File: src/logic/fcs_params.svh
// offsets, field positions, reset values and counts of the flash clock and security block
`ifndef FCS_PARAMS_SVH
`define FCS_PARAMS_SVH
// register byte addresses
`define FCS_OFF_CLK_DIV 12'h000
`define FCS_OFF_OPTIONS 12'h004
`define FCS_OFF_CONFIG 12'h008
`define FCS_OFF_STATUS 12'h00C
`define FCS_OFF_KEY_BASE 12'h020
`define FCS_OFF_KEY_LAST 12'h03C
// flash address of the first key location, for the command port
`define FCS_KEY_FLASH_BASE 16'hFFB0
// clock divider fields
`define FCS_DIV_LOADED_BIT 7
`define FCS_PRESCALE_BIT 6
`define FCS_DIV_MSB 5
// options fields
`define FCS_KEY_EN_BIT 7
`define FCS_REDIR_DIS_BIT 6
`define FCS_OPT_MASK 8'hC3
// configuration fields
`define FCS_CFG_MASK 8'hE0
`define FCS_KEY_ACC_BIT 5
// status fields
`define FCS_ST_SECURE_BIT 0
`define FCS_ST_KEY_OK_BIT 1
`define FCS_ST_OPT_LOADED_BIT 2
// security code that leaves the part open
`define FCS_SEC_OPEN 2'h2
// reset values
`define FCS_RST_BYTE 8'h00
`define FCS_RST_KEY 64'h0000_0000_0000_0000
// bus clock predivide when prescale is set
`define FCS_PRESCALE 8
`define FCS_KEY_BYTES 8
// axi responses
`define FCS_RESP_OKAY 2'h0
`define FCS_RESP_SLVERR 2'h2
`endif

File: src/logic/fcs_pkg.sv
// types of the flash clock and security block
package fcs_pkg;
	// whole state of the block, registered in one place
	typedef struct packed {
		// axi write side
		logic awready;
		logic wready;
		logic aw_held;
		logic w_held;
		logic [11:0] aw_addr;
		logic aw_unsec;
		logic [7:0] w_byte;
		logic w_lane;
		logic bvalid;
		logic [1:0] bresp;
		// axi read side
		logic arready;
		logic rvalid;
		logic [31:0] rdata;
		logic [1:0] rresp;
		// registers
		logic div_loaded;
		logic prescale;
		logic [5:0] divisor;
		logic opt_loaded;
		logic [7:0] options;
		logic [2:0] config_bits;
		// key capture
		logic [63:0] key_buf;
		logic [3:0] key_idx;
		logic key_bad;
		logic key_ok;
		// flash clock
		logic [2:0] pre_cnt;
		logic [5:0] div_cnt;
		logic fclk_tick;
		// pulse timer
		logic timer_busy;
		logic [15:0] timer_left;
		logic timer_done;
		// command port and memory gate
		logic cmd_start;
		logic cmd_refused;
		logic [15:0] cmd_addr;
		logic [7:0] cmd_data;
		logic mem_wen;
		logic [7:0] mem_rdata;
	} fcs_state_s;
endpackage

File: src/logic/fcs_top.sv
// flash clock divider, option byte, configuration and backdoor key security logic
`timescale 1ns/1ns
`include "fcs_params.svh"

// Behaviour
// - divisor-loaded flag is read-only, cleared by reset, set by first divider write.
// - divider low seven bits always readable, written only once after reset.
// - program and erase refused until the divisor-loaded flag is set.
// - prescale set feeds the divider with bus clock over PRESCALE (eight by default), else bus clock.
// - divider divides its input by divisor field plus one.
// - timing pulses are one flash clock each; operations count whole pulses.
// - in the first cycle after reset release the nonvolatile option byte is copied into the options register.
// - options bits five to two read zero; writes to options do nothing.
// - with key enable zero, the backdoor key never opens security.
// - eight matching key bytes written in order open security until reset.
// - key byte writes from unsecured sources are not accepted while key-access is set.
// - redirection-disable one turns vector redirection off, zero turns it on.
// - security code 1:0 is open; the other three codes are secure.
// - while secure, unsecured sources cannot reach RAM or flash contents.
// - key match or passing blank check sets security code to 1:0.
// - configuration bits seven to five read/write; four to zero read zero.
// - key-access clear: key location writes start a flash command.
// - key-access set: key location writes are captured as comparison bytes.
// - clearing key-access after eight writes compares; a match opens security.
// - blocked accesses drop write data and read back all zeros.
module fcs_top #(
	parameter int PRESCALE = `FCS_PRESCALE
) (
	// clock and reset
	input wire logic clk_sys,
	input wire logic rst_n,
	// axi4-lite write address
	input wire logic [11:0] s_axi_awaddr,
	input wire logic [2:0] s_axi_awprot,
	input wire logic s_axi_awvalid,
	output logic s_axi_awready,
	// axi4-lite write data
	input wire logic [31:0] s_axi_wdata,
	input wire logic [3:0] s_axi_wstrb,
	input wire logic s_axi_wvalid,
	output logic s_axi_wready,
	// axi4-lite write response
	output logic [1:0] s_axi_bresp,
	output logic s_axi_bvalid,
	input wire logic s_axi_bready,
	// axi4-lite read address
	input wire logic [11:0] s_axi_araddr,
	input wire logic [2:0] s_axi_arprot,
	input wire logic s_axi_arvalid,
	output logic s_axi_arready,
	// axi4-lite read data
	output logic [31:0] s_axi_rdata,
	output logic [1:0] s_axi_rresp,
	output logic s_axi_rvalid,
	input wire logic s_axi_rready,
	// nonvolatile contents from the flash array
	input wire logic [7:0] nonvolatile_option_byte,
	input wire logic [63:0] stored_backdoor_key,
	// command sequencer side
	input wire logic blank_check_pass,
	input wire logic pe_timer_start,
	input wire logic [15:0] pe_timer_pulses,
	output logic pe_enable,
	output logic pe_timer_busy,
	output logic pe_timer_done,
	output logic fclk_tick,
	output logic cmd_start,
	output logic cmd_refused,
	output logic [15:0] cmd_addr,
	output logic [7:0] cmd_data,
	// security state
	output logic secure,
	output logic redirect_enable,
	// memory access gate
	input wire logic mem_wr_req,
	input wire logic mem_unsecured,
	input wire logic [7:0] mem_rdata_in,
	output logic mem_wen,
	output logic [7:0] mem_rdata_out
);

	// prescaler counter is three bits wide
	initial begin
		if (PRESCALE < 1 || PRESCALE > 8) begin
			$error("PRESCALE must lie in 1..8");
		end
	end

	localparam logic [2:0] PRE_LAST = 3'(PRESCALE - 1);

	// open only for the single code 1:0
	function automatic logic is_secure(input logic [7:0] opt);
		is_secure = (opt[1:0] != `FCS_SEC_OPEN);
	endfunction

	// address falls inside the eight key locations
	function automatic logic is_key_addr(input logic [11:0] a);
		is_key_addr = (a >= `FCS_OFF_KEY_BASE) && (a <= `FCS_OFF_KEY_LAST);
	endfunction

	// word index of a key location
	function automatic logic [2:0] key_index(input logic [11:0] a);
		logic [11:0] d;
		d = a - `FCS_OFF_KEY_BASE;
		key_index = d[4:2];
	endfunction

	fcs_pkg::fcs_state_s s;
	fcs_pkg::fcs_state_s next_s;
	logic sec_now;
	logic [2:0] widx;
	logic [11:0] raddr;
	logic div_wrap;

	// next-state logic of the whole block
	always_comb begin
		next_s = s;
		sec_now = is_secure(s.options);
		widx = key_index(s.aw_addr);
		raddr = s_axi_araddr;
		div_wrap = 1'b0;
		next_s.cmd_start = 1'b0;
		next_s.cmd_refused = 1'b0;
		next_s.timer_done = 1'b0;
		next_s.fclk_tick = 1'b0;

		// option byte caught in the first cycle after reset release
		if (!s.opt_loaded) begin
			next_s.options = nonvolatile_option_byte & `FCS_OPT_MASK;
			next_s.opt_loaded = 1'b1;
		end

		// flash clock: optional divide by PRESCALE, then divide by divisor plus one
		if (s.div_loaded) begin
			if (!s.prescale || s.pre_cnt == PRE_LAST) begin
				next_s.pre_cnt = 3'h0;
				div_wrap = 1'b1;
			end else begin
				next_s.pre_cnt = s.pre_cnt + 3'h1;
			end
			if (div_wrap) begin
				if (s.div_cnt >= s.divisor) begin
					next_s.div_cnt = 6'h00;
					next_s.fclk_tick = 1'b1;
				end else begin
					next_s.div_cnt = s.div_cnt + 6'h01;
				end
			end
		end

		// pulse timer counts whole flash clock periods
		if (s.timer_busy && s.fclk_tick) begin
			if (s.timer_left <= 16'h0001) begin
				next_s.timer_busy = 1'b0;
				next_s.timer_left = 16'h0000;
				next_s.timer_done = 1'b1;
			end else begin
				next_s.timer_left = s.timer_left - 16'h0001;
			end
		end
		if (pe_timer_start && !s.timer_busy) begin
			if (s.div_loaded && pe_timer_pulses != 16'h0000) begin
				next_s.timer_busy = 1'b1;
				next_s.timer_left = pe_timer_pulses;
			end else begin
				next_s.cmd_refused = 1'b1;
			end
		end

		// blank check of a fully erased array opens the part
		if (blank_check_pass) begin
			next_s.options[1:0] = `FCS_SEC_OPEN;
		end

		// memory gate blocks unsecured sources while secure
		next_s.mem_wen = mem_wr_req && !(sec_now && mem_unsecured);
		next_s.mem_rdata = (sec_now && mem_unsecured) ? 8'h00 : mem_rdata_in;

		// write address and data channels, taken in either order
		if (s_axi_awvalid && s.awready) begin
			next_s.awready = 1'b0;
			next_s.aw_held = 1'b1;
			next_s.aw_addr = s_axi_awaddr;
			next_s.aw_unsec = s_axi_awprot[1];
		end
		if (s_axi_wvalid && s.wready) begin
			next_s.wready = 1'b0;
			next_s.w_held = 1'b1;
			next_s.w_byte = s_axi_wdata[7:0];
			next_s.w_lane = s_axi_wstrb[0];
		end

		// register write once both halves are held
		if (s.aw_held && s.w_held && !s.bvalid) begin
			next_s.aw_held = 1'b0;
			next_s.w_held = 1'b0;
			next_s.bvalid = 1'b1;
			next_s.bresp = `FCS_RESP_OKAY;
			if (s.aw_addr == `FCS_OFF_CLK_DIV) begin
				if (!s.div_loaded) begin
					next_s.div_loaded = 1'b1;
					if (s.w_lane) begin
						next_s.prescale = s.w_byte[`FCS_PRESCALE_BIT];
						next_s.divisor = s.w_byte[`FCS_DIV_MSB:0];
					end
					next_s.pre_cnt = 3'h0;
					next_s.div_cnt = 6'h00;
				end
			end else if (s.aw_addr == `FCS_OFF_OPTIONS) begin
				next_s.bresp = `FCS_RESP_OKAY;
			end else if (s.aw_addr == `FCS_OFF_CONFIG) begin
				if (s.w_lane) begin
					next_s.config_bits = s.w_byte[7:5];
					// falling key access ends a key entry and compares
					if (s.config_bits[0] && !s.w_byte[`FCS_KEY_ACC_BIT]) begin
						if (s.options[`FCS_KEY_EN_BIT] && !s.key_bad
							&& s.key_idx == 4'(`FCS_KEY_BYTES)
							&& s.key_buf == stored_backdoor_key) begin
							next_s.options[1:0] = `FCS_SEC_OPEN;
							next_s.key_ok = 1'b1;
						end
						next_s.key_idx = 4'h0;
						next_s.key_bad = 1'b0;
					end
					// rising key access starts a fresh entry
					if (!s.config_bits[0] && s.w_byte[`FCS_KEY_ACC_BIT]) begin
						next_s.key_idx = 4'h0;
						next_s.key_bad = 1'b0;
					end
				end
			end else if (s.aw_addr == `FCS_OFF_STATUS) begin
				next_s.bresp = `FCS_RESP_OKAY;
			end else if (is_key_addr(s.aw_addr) && s.aw_addr[1:0] == 2'h0) begin
				if (s.config_bits[0]) begin
					if (s.aw_unsec) begin
						next_s.key_bad = 1'b1;
					end else if (s.w_lane) begin
						if ({1'b0, widx} != s.key_idx) begin
							next_s.key_bad = 1'b1;
						end else begin
							next_s.key_buf[8 * (7 - widx) +: 8] = s.w_byte;
							next_s.key_idx = s.key_idx + 4'h1;
						end
					end
				end else if (s.w_lane) begin
					next_s.cmd_addr = `FCS_KEY_FLASH_BASE + {13'h0000, widx};
					next_s.cmd_data = s.w_byte;
					if (s.div_loaded) begin
						next_s.cmd_start = 1'b1;
					end else begin
						next_s.cmd_refused = 1'b1;
					end
				end
			end else begin
				next_s.bresp = `FCS_RESP_SLVERR;
			end
		end

		// write response handshake frees both channels
		if (s.bvalid && s_axi_bready) begin
			next_s.bvalid = 1'b0;
			next_s.awready = 1'b1;
			next_s.wready = 1'b1;
		end

		// read channel: one read at a time
		if (s_axi_arvalid && s.arready) begin
			next_s.arready = 1'b0;
			next_s.rvalid = 1'b1;
			next_s.rresp = `FCS_RESP_OKAY;
			next_s.rdata = 32'h0000_0000;
			if (raddr == `FCS_OFF_CLK_DIV) begin
				next_s.rdata[7:0] = {s.div_loaded, s.prescale, s.divisor};
			end else if (raddr == `FCS_OFF_OPTIONS) begin
				next_s.rdata[7:0] = s.options & `FCS_OPT_MASK;
			end else if (raddr == `FCS_OFF_CONFIG) begin
				next_s.rdata[7:0] = {s.config_bits, 5'h00};
			end else if (raddr == `FCS_OFF_STATUS) begin
				next_s.rdata[`FCS_ST_SECURE_BIT] = sec_now;
				next_s.rdata[`FCS_ST_KEY_OK_BIT] = s.key_ok;
				next_s.rdata[`FCS_ST_OPT_LOADED_BIT] = s.opt_loaded;
			end else if (is_key_addr(raddr) && raddr[1:0] == 2'h0) begin
				next_s.rdata = 32'h0000_0000;
			end else begin
				next_s.rresp = `FCS_RESP_SLVERR;
			end
		end
		if (s.rvalid && s_axi_rready) begin
			next_s.rvalid = 1'b0;
			next_s.arready = 1'b1;
		end
	end

	// state register
	always_ff @(posedge clk_sys or negedge rst_n) begin
		if (!rst_n) begin
			s <= '0;
			s.awready <= 1'b1;
			s.wready <= 1'b1;
			s.arready <= 1'b1;
			s.options <= `FCS_RST_BYTE;
			s.key_buf <= `FCS_RST_KEY;
		end else begin
			s <= next_s;
		end
	end

	// outputs straight from the state flops, except secure and redirect_enable, which are decoded from options
	assign s_axi_awready = s.awready;
	assign s_axi_wready = s.wready;
	assign s_axi_bvalid = s.bvalid;
	assign s_axi_bresp = s.bresp;
	assign s_axi_arready = s.arready;
	assign s_axi_rvalid = s.rvalid;
	assign s_axi_rdata = s.rdata;
	assign s_axi_rresp = s.rresp;
	assign pe_enable = s.div_loaded;
	assign pe_timer_busy = s.timer_busy;
	assign pe_timer_done = s.timer_done;
	assign fclk_tick = s.fclk_tick;
	assign cmd_start = s.cmd_start;
	assign cmd_refused = s.cmd_refused;
	assign cmd_addr = s.cmd_addr;
	assign cmd_data = s.cmd_data;
	// secure until the option byte arrives, since reset code 0:0 is secure
	assign secure = is_secure(s.options);
	assign redirect_enable = s.opt_loaded && !s.options[`FCS_REDIR_DIS_BIT];
	assign mem_wen = s.mem_wen;
	assign mem_rdata_out = s.mem_rdata;

endmodule

File: config.mk
export PLATFORM = sky130hd
export DESIGN_NAME = fcs_top
export DESIGN_NICKNAME = d
export VERILOG_FILES = /design/src/logic/fcs_pkg.sv /design/src/logic/fcs_top.sv
export VERILOG_INCLUDE_DIRS = /design/src /design/src/logic
export SDC_FILE = /design/constraint.sdc
export NUM_CORES = 1
export LEC_CHECK = 0
export BUFFER_PORTS_ARGS = -buffer_cell sky130_fd_sc_hd__buf_2
export CAP_MARGIN = 20
export CORE_MARGIN = 5
export CORE_UTILIZATION = 54
export CTS_BUF_LIST = sky130_fd_sc_hd__clkbuf_2 sky130_fd_sc_hd__clkbuf_4 sky130_fd_sc_hd__clkbuf_8
export CTS_CLUSTER_SIZE = 14
export DETAILED_ROUTE_END_ITERATION = 12
export PLACE_DENSITY = 0.83
export SETUP_SLACK_MARGIN = 0.1
export SKIP_CTS_REPAIR_TIMING = 1
export SLEW_MARGIN = 20
export SYNTH_ARGS = -nofsm -noshare
export SYNTH_HDL_FRONTEND = slang
export SYNTH_SLANG_ARGS = --single-unit
File: constraint.sdc
create_clock -name clk_sys -period 4 [get_ports clk_sys]
set_input_delay 0.2 -clock clk_sys [delete_from_list [all_inputs] [get_ports clk_sys]]
set_output_delay 0.2 -clock clk_sys [all_outputs]
set_load 0.005 [all_outputs]
# Yosys cells after proc, flatten, opt, wreduce, memory -nomap -nowiden
# Cells that the tools add are included.
classes:
  add_sub_neg: 8
  n_lt_le_gt_ge: 6
  n_eq_ne: 17
  shifts: 2
  mux: 77
  bitwise_logic: 8
  n_reduce_logical: 53
ops:
  columns: ["cell", "n"]
  rows:
  - ["69-bit 2-to-1 mux", 4]
  - ["26-bit 2-to-1 mux", 8]
  - ["75-bit 2-to-1 mux", 2]
  - ["68-bit 2-to-1 mux", 2]
  - ["84-bit 2-to-1 mux", 1]
  - ["64-bit bitwise mux", 1]
  - ["64-bit == test", 1]
  - ["64-bit 2-to-1 mux", 1]
  - ["8-bit by 34-bit variable shift with 64-bit output, first input constant", 1]
  - ["8-bit by 34-bit indexed part select with 64-bit output", 1]
  - ["12-bit by 4-bit == test with 1-bit output, second input constant", 4]
  - ["36-bit 2-to-1 mux", 1]
  - ["17-bit 2-to-1 mux", 2]
  - ["2-bit 2-to-1 mux", 17]
  - ["32-bit negation with 34-bit output", 1]
  - ["8-bit 2-to-1 mux", 4]
  - ["12-bit by 3-bit == test with 1-bit output, second input constant", 2]
  - ["12-bit by 6-bit >= comparator with 1-bit output, second input constant", 2]
  - ["12-bit by 6-bit less-or-equal comparator with 1-bit output, second input constant", 2]
  - ["12-bit logical NOT", 2]
  - ["1-bit logical AND", 22]
  - ["5-bit 2-to-1 mux", 4]
  - ["10-bit AND reduction", 2]
  - ["1-bit 2-to-1 mux", 18]
  - ["other kinds (36)", 66]
word_totals:
  register_bits: 190
  input_bits: 173
  out_inout_bits: 82
  wordCells: 208

# Logic depth before layout (Yosys ltp)
# Gate-level depths: netlist (run 1).
depth:
  depth_word: 15
  depth_mapped: 9

# Worst setup path before layout (run 1)
# Ideal clock, no wire load.
synth_timing:
  path_type: "register -> register"
  startpoint: "reg s[213] (netlist bit)"
  endpoint: "reg with a tool-made name"
  setup_ns: 0.125
  arrival_ns: 2.874
  required_ns: 3.875
  setup_slack_ns: 1.001
  path_stages_with_launch: 9
  n_path_buf: 2
  period_less_slack_ns: 2.999
  cell_sequence: "dfrtp_1 nor4_4 nand4b_1 or3_1 buf_2 or3b_1 buf_2 a2111oi_4 mux2_4"
synth_lines:
  columns: ["element", "line", "text"]
  rows:
  - ["start: declaration", "fcs_top.sv:108", "fcs_pkg::fcs_state_s s;"]
  - ["start signal: assignment", "fcs_top.sv:304", "s <= next_s;"]

==> impl_metrics.csv, run 1 <==
group,metric,value,unit
run_status,outcome,"completed",
yosys,synth_edf_count,0,
finish,regArea,4410,sq um
power_and_ir_drop,ir_worst_vdd,0.000610,V
hold_path,hold_path_class,"in -> reg",
finish,finalNonFillerCells,1265,
clocking,cts_buffer_depth,2,
worst_setup_path,crit_type,"reg -> reg",
die,die_w,140,um
power_and_ir_drop,p_per_area,432,nW/um^2
placement,hpwlAfterDp,15400,um
finish,diodes,0,
timing,hold_viol,0,
clocking,clock_sinks,176,
clocking,cts.root.buffer_cell,"clkbuf_8",
route,drc_errors,0,
timing,max_freq,304,MHz
worst_setup_path,crit_required,4.36,ns
timing,finalSetupViolCount,0,
die,io_pins,255,
yosys,ys_ff_latch,176,
yosys,synth_cells,825,
yosys,ys.flop_type,"dfrtp_1",
job,maxCapViolCount,0,
route,num_vias,6791,
yosys,synthTopCellsByCount,"dfrtp_1, mux2_2, buf_4, nand2_1, inv_1",
timing,slew_headroom,43.4,%
yosys,synth_top_area_cell,"dfrtp_1",
timing,skew,0.0201,ns
clocking,htree_levels,4,
timing,tightest_slew,0.836,ns
yosys,syn_area,9080,sq um
yosys,synthArstFlopShare,100,%
timing,drv_slew,0,
placement,gp_congestion,0.881,
yosys,synthDistinctLibCells,59,
timing,holdWs,0.0490,ns
die,fp.dieArea,19500,sq um
clocking,cts_made_buffers,17,
global_routing,grt_max_degree,91,
finish,n_fill_cell,1232,
finish,nNetsFinal,1223,
yosys,yosysWarnings,0,
global_routing,grt_pass1_wl,33400,um
yosys,syn_area_per_cell,11.0,sq um
finish,design_area,10900,sq um
die,rows,47,
clocking,clock_latency,0.48,ns
power_and_ir_drop,p_leak,5.26,nW
die,coreArea,16500,sq um
global_routing,grt_overflow,0,
route,postRouteAntennaNets,0,
route,wl,22100,um
global_routing,grt_use_total,21.3,%
finish,drive_gt1_share,33.2,%
worst_setup_path,r2r_slack,0.71,ns
timing,final.min_clock_period,3.29,ns
yosys,synth.most_common_cell,"dfrtp_1",
global_routing,grt_pass1_vias,6584,
finish,area_delta_synth_final,19.6,%
clocking,path_clk_slew,0.10,ns
yosys,seq_area_frac_synth,48.6,%
yosys,ys_top_cells_by_area,"dfrtp_1, mux2_2, buf_4, xnor2_1, nand2_1",
die,die_h,140,um
route,wl_per_cell,17.5,um
route,dr.first_iter.drc_count,319,
worst_setup_path,crit_arrival,3.65,ns
global_routing,antenna_found_initial,0,
worst_setup_path,end_kind,"register",
worst_setup_path,crit_path_start_kind,"register",
placement,dpl.cell_count,1174,
route,first_pass_iters,5,
timing,grt_setup_unrepaired,"false",
finish,multiInputGateArea,3980,sq um
worst_setup_path,crit_fanout,8,
route,routed_via_density,5.37,
placement,placed_cell_area,9850,sq um
die,initial_utilization,54.9,%
timing,timing.final.crit_share,82.2,%
clocking,cts_tree,"built",
timing,fin_setup_tns,0,ns
placement,io_buffer_count,190,
yosys,synth_top_cell_area_share,47.7,%
==> worst paths after layout <==
kind / from / end / cells past startpoint
max in group asynchronous: rst_n / s_axi_arready / 3
max reg2reg: s[209] / register / 6
min reg2reg: s_axi_rdata[5] / s_axi_rdata[5] / 2
max: s[209] / register / 6
min: s_axi_araddr[4] / s_axi_rresp[1] / 3
min in group asynchronous: rst_n / s[39] / 2
==> metrics by stage <==
step	power, mW	utilization [%]	worst slack (ns)
after floorplan	3.07	-	1.00
after global placement	3.38	59.6	0.849
after detailed placement	3.42	59.6	0.751
after CTS	4.66	62.1	0.729
after global routing	4.95	65.7	0.585
final	4.68	65.7	0.713
==> cell families after synthesis <==
logic type / count (synthesis) / share of synthesized area [%]
and+or+nand+nor: 211 / 12.4
DFF: 176 / 48.6
buffers and inverters: 140 / 8.71
muxes: 112 / 14.1
AOI/OAI and AO/OA: 103 / 7.53
xor gates and xnor gates: 63 / 6.08
adders and majority gates: 18 / 2.48
other: 2 / 0.0827
==> final cells by class <==
| class | instances | area share, % |
|---|---|---|
| clock buffer | 17 | 2.16 |
| clock inverter | 15 | 1.68 |
| inverter | 43 | 1.49 |
| multi-input combinational | 536 | 36.7 |
| sequential | 176 | 40.6 |
| tap | 220 | 2.54 |
| timing repair buffer | 258 | 14.9 |
==> cells in the final DEF, fill, tap and decap left out, drive strengths merged, types with 5 or more instances in the layout <==
cell type / netlist / final
mux2: 106 / 106
ha: 18 / 18
nand3: 12 / 12
mux2i: 6 / 6
xnor2: 38 / 38
clkinv: 0 / 6
nor2: 25 / 25
or3: 5 / 5
conb: 2 / 29
nand2: 64 / 64
or4: 5 / 5
nor4: 25 / 25
nor3: 15 / 15
nand2b: 6 / 6
a22o: 6 / 6
buf: 76 / 199
o22ai: 8 / 8
and2: 11 / 11
nand4: 11 / 11
or2: 5 / 5
o31ai: 5 / 5
dlygate4sd3: 0 / 59
o21ai: 39 / 39
xor2: 25 / 25
dfrtp: 173 / 173
a21oi: 10 / 10
inv: 43 / 51
clkbuf: 21 / 17
a31oi: 6 / 6
nor2b: 16 / 16
==> power breakdown <==
group	switching [mW]	leakage (nW)	internal, mW
clock	0.751	0.205	0.481
sequential	0.451	2.32	2.04
combinational	0.458	2.74	0.500
total	1.66	5.26	3.02
==> critical path: stages, from the launching register on <==
cell and delay [ns]:
dfrtp_1 0.42, nor4_4 0.43, nand4b_1 0.23, or3_1 0.49, or3b_1 0.49, nor2_1 0.69
mux2_2 0.42
==> routing by layer <==
metal / up-vias / track usage (%) / wire length [um]
met3: 38 / 5.66 / 1560
met5: - / 0 / 0
met1: 3279 / 27.2 / 9210
li1: 3191 / - / -
met4: 0 / 6.68 / 390
met2: 283 / 35.5 / 11000
No activity file was read; power rests on OpenSTA's default activity.
==> run 2, diff against run 1 <==
==> constraint.sdc (replaced) <==
create_clock -name clk_sys -period 3.38 [get_ports clk_sys]
set_input_delay 0.169 -clock clk_sys [delete_from_list [all_inputs] [get_ports clk_sys]]
set_output_delay 0.169 -clock clk_sys [all_outputs]
set_load 0.005 [all_outputs]
==> run 2 against run 1 <==
Largest power group unchanged. Flip-flop and latch count stayed put. Combinational power is 28% higher. Sequential share of layout area is 0.23 points lower. Clock skew is 0.0013 ns higher. Final area is 0.56% higher. First-iteration DRC count is 1.6% higher. Via count is 1.8% higher. Critical path type unchanged. Worst hold slack worse by 0.018 ns. Sequential power is 16% higher.
==> impl_metrics.csv, run 2 (synthesis results as in run 1) <==
group,metric,value,unit
run_status,outcome,"completed",
timing,tightest_slew,0.888,ns
route,dr.first_iter.drc_count,324,
worst_setup_path,end_kind,"register",
timing,timing.final.crit_share,91.6,%
route,num_vias,6911,
finish,layout_commonest_cell,"buf_2",
timing,final.min_clock_period,3.10,ns
placement,placed_cell_area,9910,sq um
worst_setup_path,crit_arrival,3.45,ns
clocking,cts_buffer_depth,2,
finish,area_delta_synth_final,20.3,%
die,fp.dieArea,19500,sq um
global_routing,grt_overflow,0,
placement,dpl.cell_count,1181,
power_and_ir_drop,finalPower,5.66,mW
placement,gp_congestion,0.886,
die,die_w,140,um
finish,diodes,0,
power_and_ir_drop,p_leak,5.31,nW
worst_setup_path,reg2regPathDepth,7,
clocking,path_clk_slew,0.10,ns
worst_setup_path,crit_fanout,8,
global_routing,antenna_found_initial,0,
worst_setup_path,crit_required,3.73,ns
hold_path,min_to,"s[136]",
timing,drv_slew,0,
timing,finalSetupViolCount,0,
global_routing,grt_max_degree,108,
global_routing,grt_use_total,21.7,%
hold_path,min_path_cells,3,
route,drc_errors,0,
global_routing,grt_pass1_wl,34100,um
finish,finalNonFillerCells,1270,
die,io_pins,255,
die,initial_utilization,54.9,%
route,wl,22500,um
route,routed_via_density,5.44,
hold_path,hold_path_class,"in -> reg",
finish,final_cell_mix,"buf_2, dfrtp_1, mux2_2",
power_and_ir_drop,ir_worst_vdd,0.000539,V
clocking,cts.root.buffer_cell,"clkbuf_8",
power_and_ir_drop,p_per_area,519,nW/um^2
die,die_h,140,um
placement,io_buffer_count,190,
placement,hpwlAfterDp,15700,um
timing,max_freq,323,MHz
route,postRouteAntennaNets,0,
timing,hold_viol,0,
clocking,htree_levels,4,
finish,drive_gt1_share,33.7,%
timing,fin_setup_tns,0,ns
finish,design_area,10900,sq um
global_routing,grt_pass1_vias,6700,
clocking,cts_made_buffers,17,
finish,fin_util,66.1,%
clocking,clock_sinks,176,
route,wl_per_cell,17.8,um
clocking,clock_latency,0.46,ns
timing,skew,0.0215,ns
worst_setup_path,crit_path_start_kind,"register",
route,first_pass_iters,5,
worst_setup_path,r2r_slack,0.28,ns
worst_setup_path,rr_startpoint,"s[209]",
timing,slew_headroom,40.8,%
die,coreArea,16500,sq um
clocking,cts_tree,"built",
job,maxCapViolCount,0,
worst_setup_path,crit_type,"reg -> reg",
die,rows,47,
hold_path,min_from,"nonvolatile_option_byte[0]",
finish,nNetsFinal,1228,
timing,grt_setup_unrepaired,"false",
-- run 2: worst max-delay path by stage --
stage / cells past startpoint / slack [ns] / from / endpoint
final: 7 / 0.28 / s[209] / register
after global placement: 7 / 0.40 / s[209] / register
after floorplan: 8 / 0.38 / s[213] / register
after global routing: 7 / 0.17 / s[209] / register
after CTS: 6 / 0.32 / s[209] / register
after detailed placement: 7 / 0.35 / s[209] / register
-- run 2: layout make-up --
cell class              instances  area (sq um)
inverters                      43           161
clock buffers                  17           234
repair buffers                263          1660
well taps                     220           275
clock inverters                15           196
multi-input cells             536          3980
flip-flops and latches        176          4410
fillers                      1208          5610
-- run 2: power breakdown --
group	switching (mW)	internal (mW)	total, mW
clock network	0.885	0.639	1.52
logic	0.622	0.610	1.23
registers	0.485	2.42	2.90
-- run 2: critical path, stage by stage, from the launching register on --
cell and delay (ns):
dfrtp_1 0.43, nor4_4 0.42, nand4b_1 0.25, or3_1 0.51
or3b_1 0.49, a2111oi_4 0.29, buf_4 0.27, mux2_4 0.32
-- run 2: routing by layer --
layer  up-vias  part of all wire [%]  track usage, %
met2       299                    50            36.9
li1       3193                     -               -
met1      3383                    41            27.9
met4         0                   1.3            4.90
met5         -                     0               0
met3        36                   6.9            5.69
-- run 2: stage by stage --
stage | worst slack (ns) | hold WS, ns
2_1_floorplan | 0.381 | -0.127
3_3_place_gp | 0.400 | 0.344
3_5_place_dp | 0.348 | 0.354
4_1_cts | 0.322 | -0.150
5_1_grt | 0.172 | 0.0279
6_report | 0.283 | 0.0314
==> run 3, diff against run 2 <==
--- a/config.mk
+++ b/config.mk
@@ -6,6 +6,7 @@
 export SDC_FILE = /design/constraint.sdc
 export NUM_CORES = 1
 export LEC_CHECK = 0
+export ABC_CLOCK_PERIOD_IN_PS = 3380
 export BUFFER_PORTS_ARGS = -buffer_cell sky130_fd_sc_hd__buf_2
 export CAP_MARGIN = 20
 export CORE_MARGIN = 5
@@ -14,6 +15,7 @@
 export CTS_CLUSTER_SIZE = 14
 export DETAILED_ROUTE_END_ITERATION = 12
 export PLACE_DENSITY = 0.83
+export REMOVE_ABC_BUFFERS = 1
 export SETUP_SLACK_MARGIN = 0.1
 export SKIP_CTS_REPAIR_TIMING = 1
 export SLEW_MARGIN = 20
==> run 3 against run 2 <==
First-iteration DRC count is 15% higher. Sequential share of layout area hardly changed. Via count is 1.9% lower. Flip-flop and latch count stayed put. Critical path depth stayed put. Clock power hardly changed. Combinational power hardly changed. Clock skew is 0.0030 ns lower. Sequential power hardly changed. Critical path type unchanged.
==> impl_metrics.csv, run 3 (synthesis results as in run 1) <==
group,metric,value,unit
timing,grt_setup_unrepaired,"false",
power_and_ir_drop,pwr-share-comb,22.0,%
timing,fin_setup_tns,0,ns
clocking,cts_buffer_depth,2,
finish,area_delta_synth_final,20.1,%
worst_setup_path,rr_startpoint,"s[209]",
timing,final.min_clock_period,3.04,ns
clocking,cts_tree,"built",
worst_setup_path,r2r_slack,0.34,ns
route,wl,22300,um
worst_setup_path,crit_chain,"nor4_4 > nand4b_1 > or3_1 > or3b_1 > a2111oi_4 > buf_4 > mux2_4",
placement,hpwlAfterDp,15200,um
worst_setup_path,path_delay_family,"simple AND/OR/NAND/NOR gates",
finish,layout_commonest_cell,"buf_2",
die,die_h,140,um
die,fp.dieArea,19500,sq um
hold_path,min_to,"s_axi_rdata[5]",
die,rows,47,
power_and_ir_drop,swShare,34.9,%
job,maxCapViolCount,0,
route,num_vias,6782,
placement,dpl.cell_count,1181,
run_status,outcome,"completed",
worst_setup_path,crit_type,"reg -> reg",
hold_path,min_from,"s_axi_araddr[2]",
timing,slew_headroom,39.5,%
global_routing,antenna_found_initial,0,
worst_setup_path,crit_buf_inv,1,
timing,finalSetupViolCount,0,
die,die_w,140,um
finish,finalNonFillerCells,1272,
finish,n_fill_cell,1235,
power_and_ir_drop,p_sw,1.97,mW
power_and_ir_drop,finalPower,5.64,mW
hold_path,hold_path_class,"in -> reg",
finish,drive_gt1_share,33.7,%
global_routing,grt_pass1_wl,33400,um
worst_setup_path,crit_path_start_kind,"register",
timing,hold_viol,0,
global_routing,grt_max_degree,115,
route,drc_errors,0,
power_and_ir_drop,clkPwrFrac,26.8,%
timing,timing.final.crit_share,90.0,%
worst_setup_path,crit_required,3.74,ns
worst_setup_path,crit_arrival,3.40,ns
clocking,htree_levels,4,
route,first_pass_iters,4,
route,routed_via_density,5.33,
timing,max_freq,329,MHz
global_routing,grt_use_total,21.3,%
clocking,path_clk_slew,0.10,ns
finish,final_cell_mix,"buf_2, dfrtp_1, mux2_2",
placement,io_buffer_count,190,
route,dr.first_iter.drc_count,372,
timing,drv_slew,0,
clocking,cts.root.buffer_cell,"clkbuf_8",
clocking,clock_latency,0.47,ns
die,coreArea,16500,sq um
placement,gp_congestion,0.883,
global_routing,grt_overflow,0,
die,io_pins,255,
global_routing,grt_pass1_vias,6783,
finish,diodes,0,
hold_path,min_path_cells,2,
worst_setup_path,end_kind,"register",
worst_setup_path,reg2regPathDepth,7,
clocking,cts_made_buffers,17,
route,postRouteAntennaNets,0,
timing,tightest_slew,0.907,ns
clocking,clock_sinks,176,
power_and_ir_drop,p_seq_share,51.3,%
finish,nNetsFinal,1230,
worst_setup_path,crit_fanout,8,
route,wl_per_cell,17.6,um
die,initial_utilization,54.9,%
power_and_ir_drop,p_leak,5.30,nW
power_and_ir_drop,ir_worst_vdd,0.000606,V
worst_setup_path,cpMaxStageDelayCell,"or3b_1",
power_and_ir_drop,p_per_area,517,nW/um^2
timing,skew,0.0184,ns
power_and_ir_drop,p_int,3.67,mW
worst_setup_path,cpPeakStageDelay,0.52,ns
-- run 3: worst max path at each step --
stage | startpoint | to | slack [ns] | depth (start not counted)
after global routing | s[213] | register | 0.19 | 7
after detailed placement | s[209] | register | 0.37 | 7
after global placement | s[213] | register | 0.41 | 7
final | s[209] | register | 0.34 | 7
after floorplan | s[213] | register | 0.46 | 6
after CTS | s[209] | register | 0.35 | 7
-- run 3: area by class of cell --
cell class	count	area (sq um)	share of cell area, %
clock inverter	14	169	1.55
clock buffer	18	241	2.21
multi-input combinational	536	3980	36.5
tap	220	275	2.52
timing repair buffer	265	1670	15.3
inverter	43	161	1.48
sequential	176	4410	40.4
-- run 3: metal layers --
layer  wire (um)  track usage [%]
met5           0                0
met4         473             6.94
met3        1610             6.93
met2       11100             34.5
met1        9170             27.4
-- run 3: power groups by stage --
stage	clock network [mW]	logic (mW)	registers [mW]
6_report	1.51	1.24	2.89
4_1_cts	1.53	1.17	2.88
2_1_floorplan	0	0.706	2.79
5_1_grt	1.63	1.37	2.93
3_5_place_dp	0	1.16	2.92
3_3_place_gp	0	1.12	2.92
-- run 3: worst register-to-register path, delay by kind of cell (launching register included) --
family                 cells  cell delay [ns]
AND/OR/NAND/NOR            4             1.62
AO/OA/AOI/OAI              1             0.30
flip-flops                 1             0.42
buffers and inverters      1             0.28
multiplexers               1             0.32
-- run 3: stage by stage --
step	hold slack [ns]	cell area, sq um	setup slack, ns	utilization [%]
floorplan	-0.127	8550	0.456	-
CTS	-0.163	10300	0.346	62.4
detailed placement	0.348	9900	0.369	59.9
global placement	0.339	9900	0.410	59.9
finish	0.00567	10900	0.339	66.0
global route	0.0235	10900	0.190	66.0
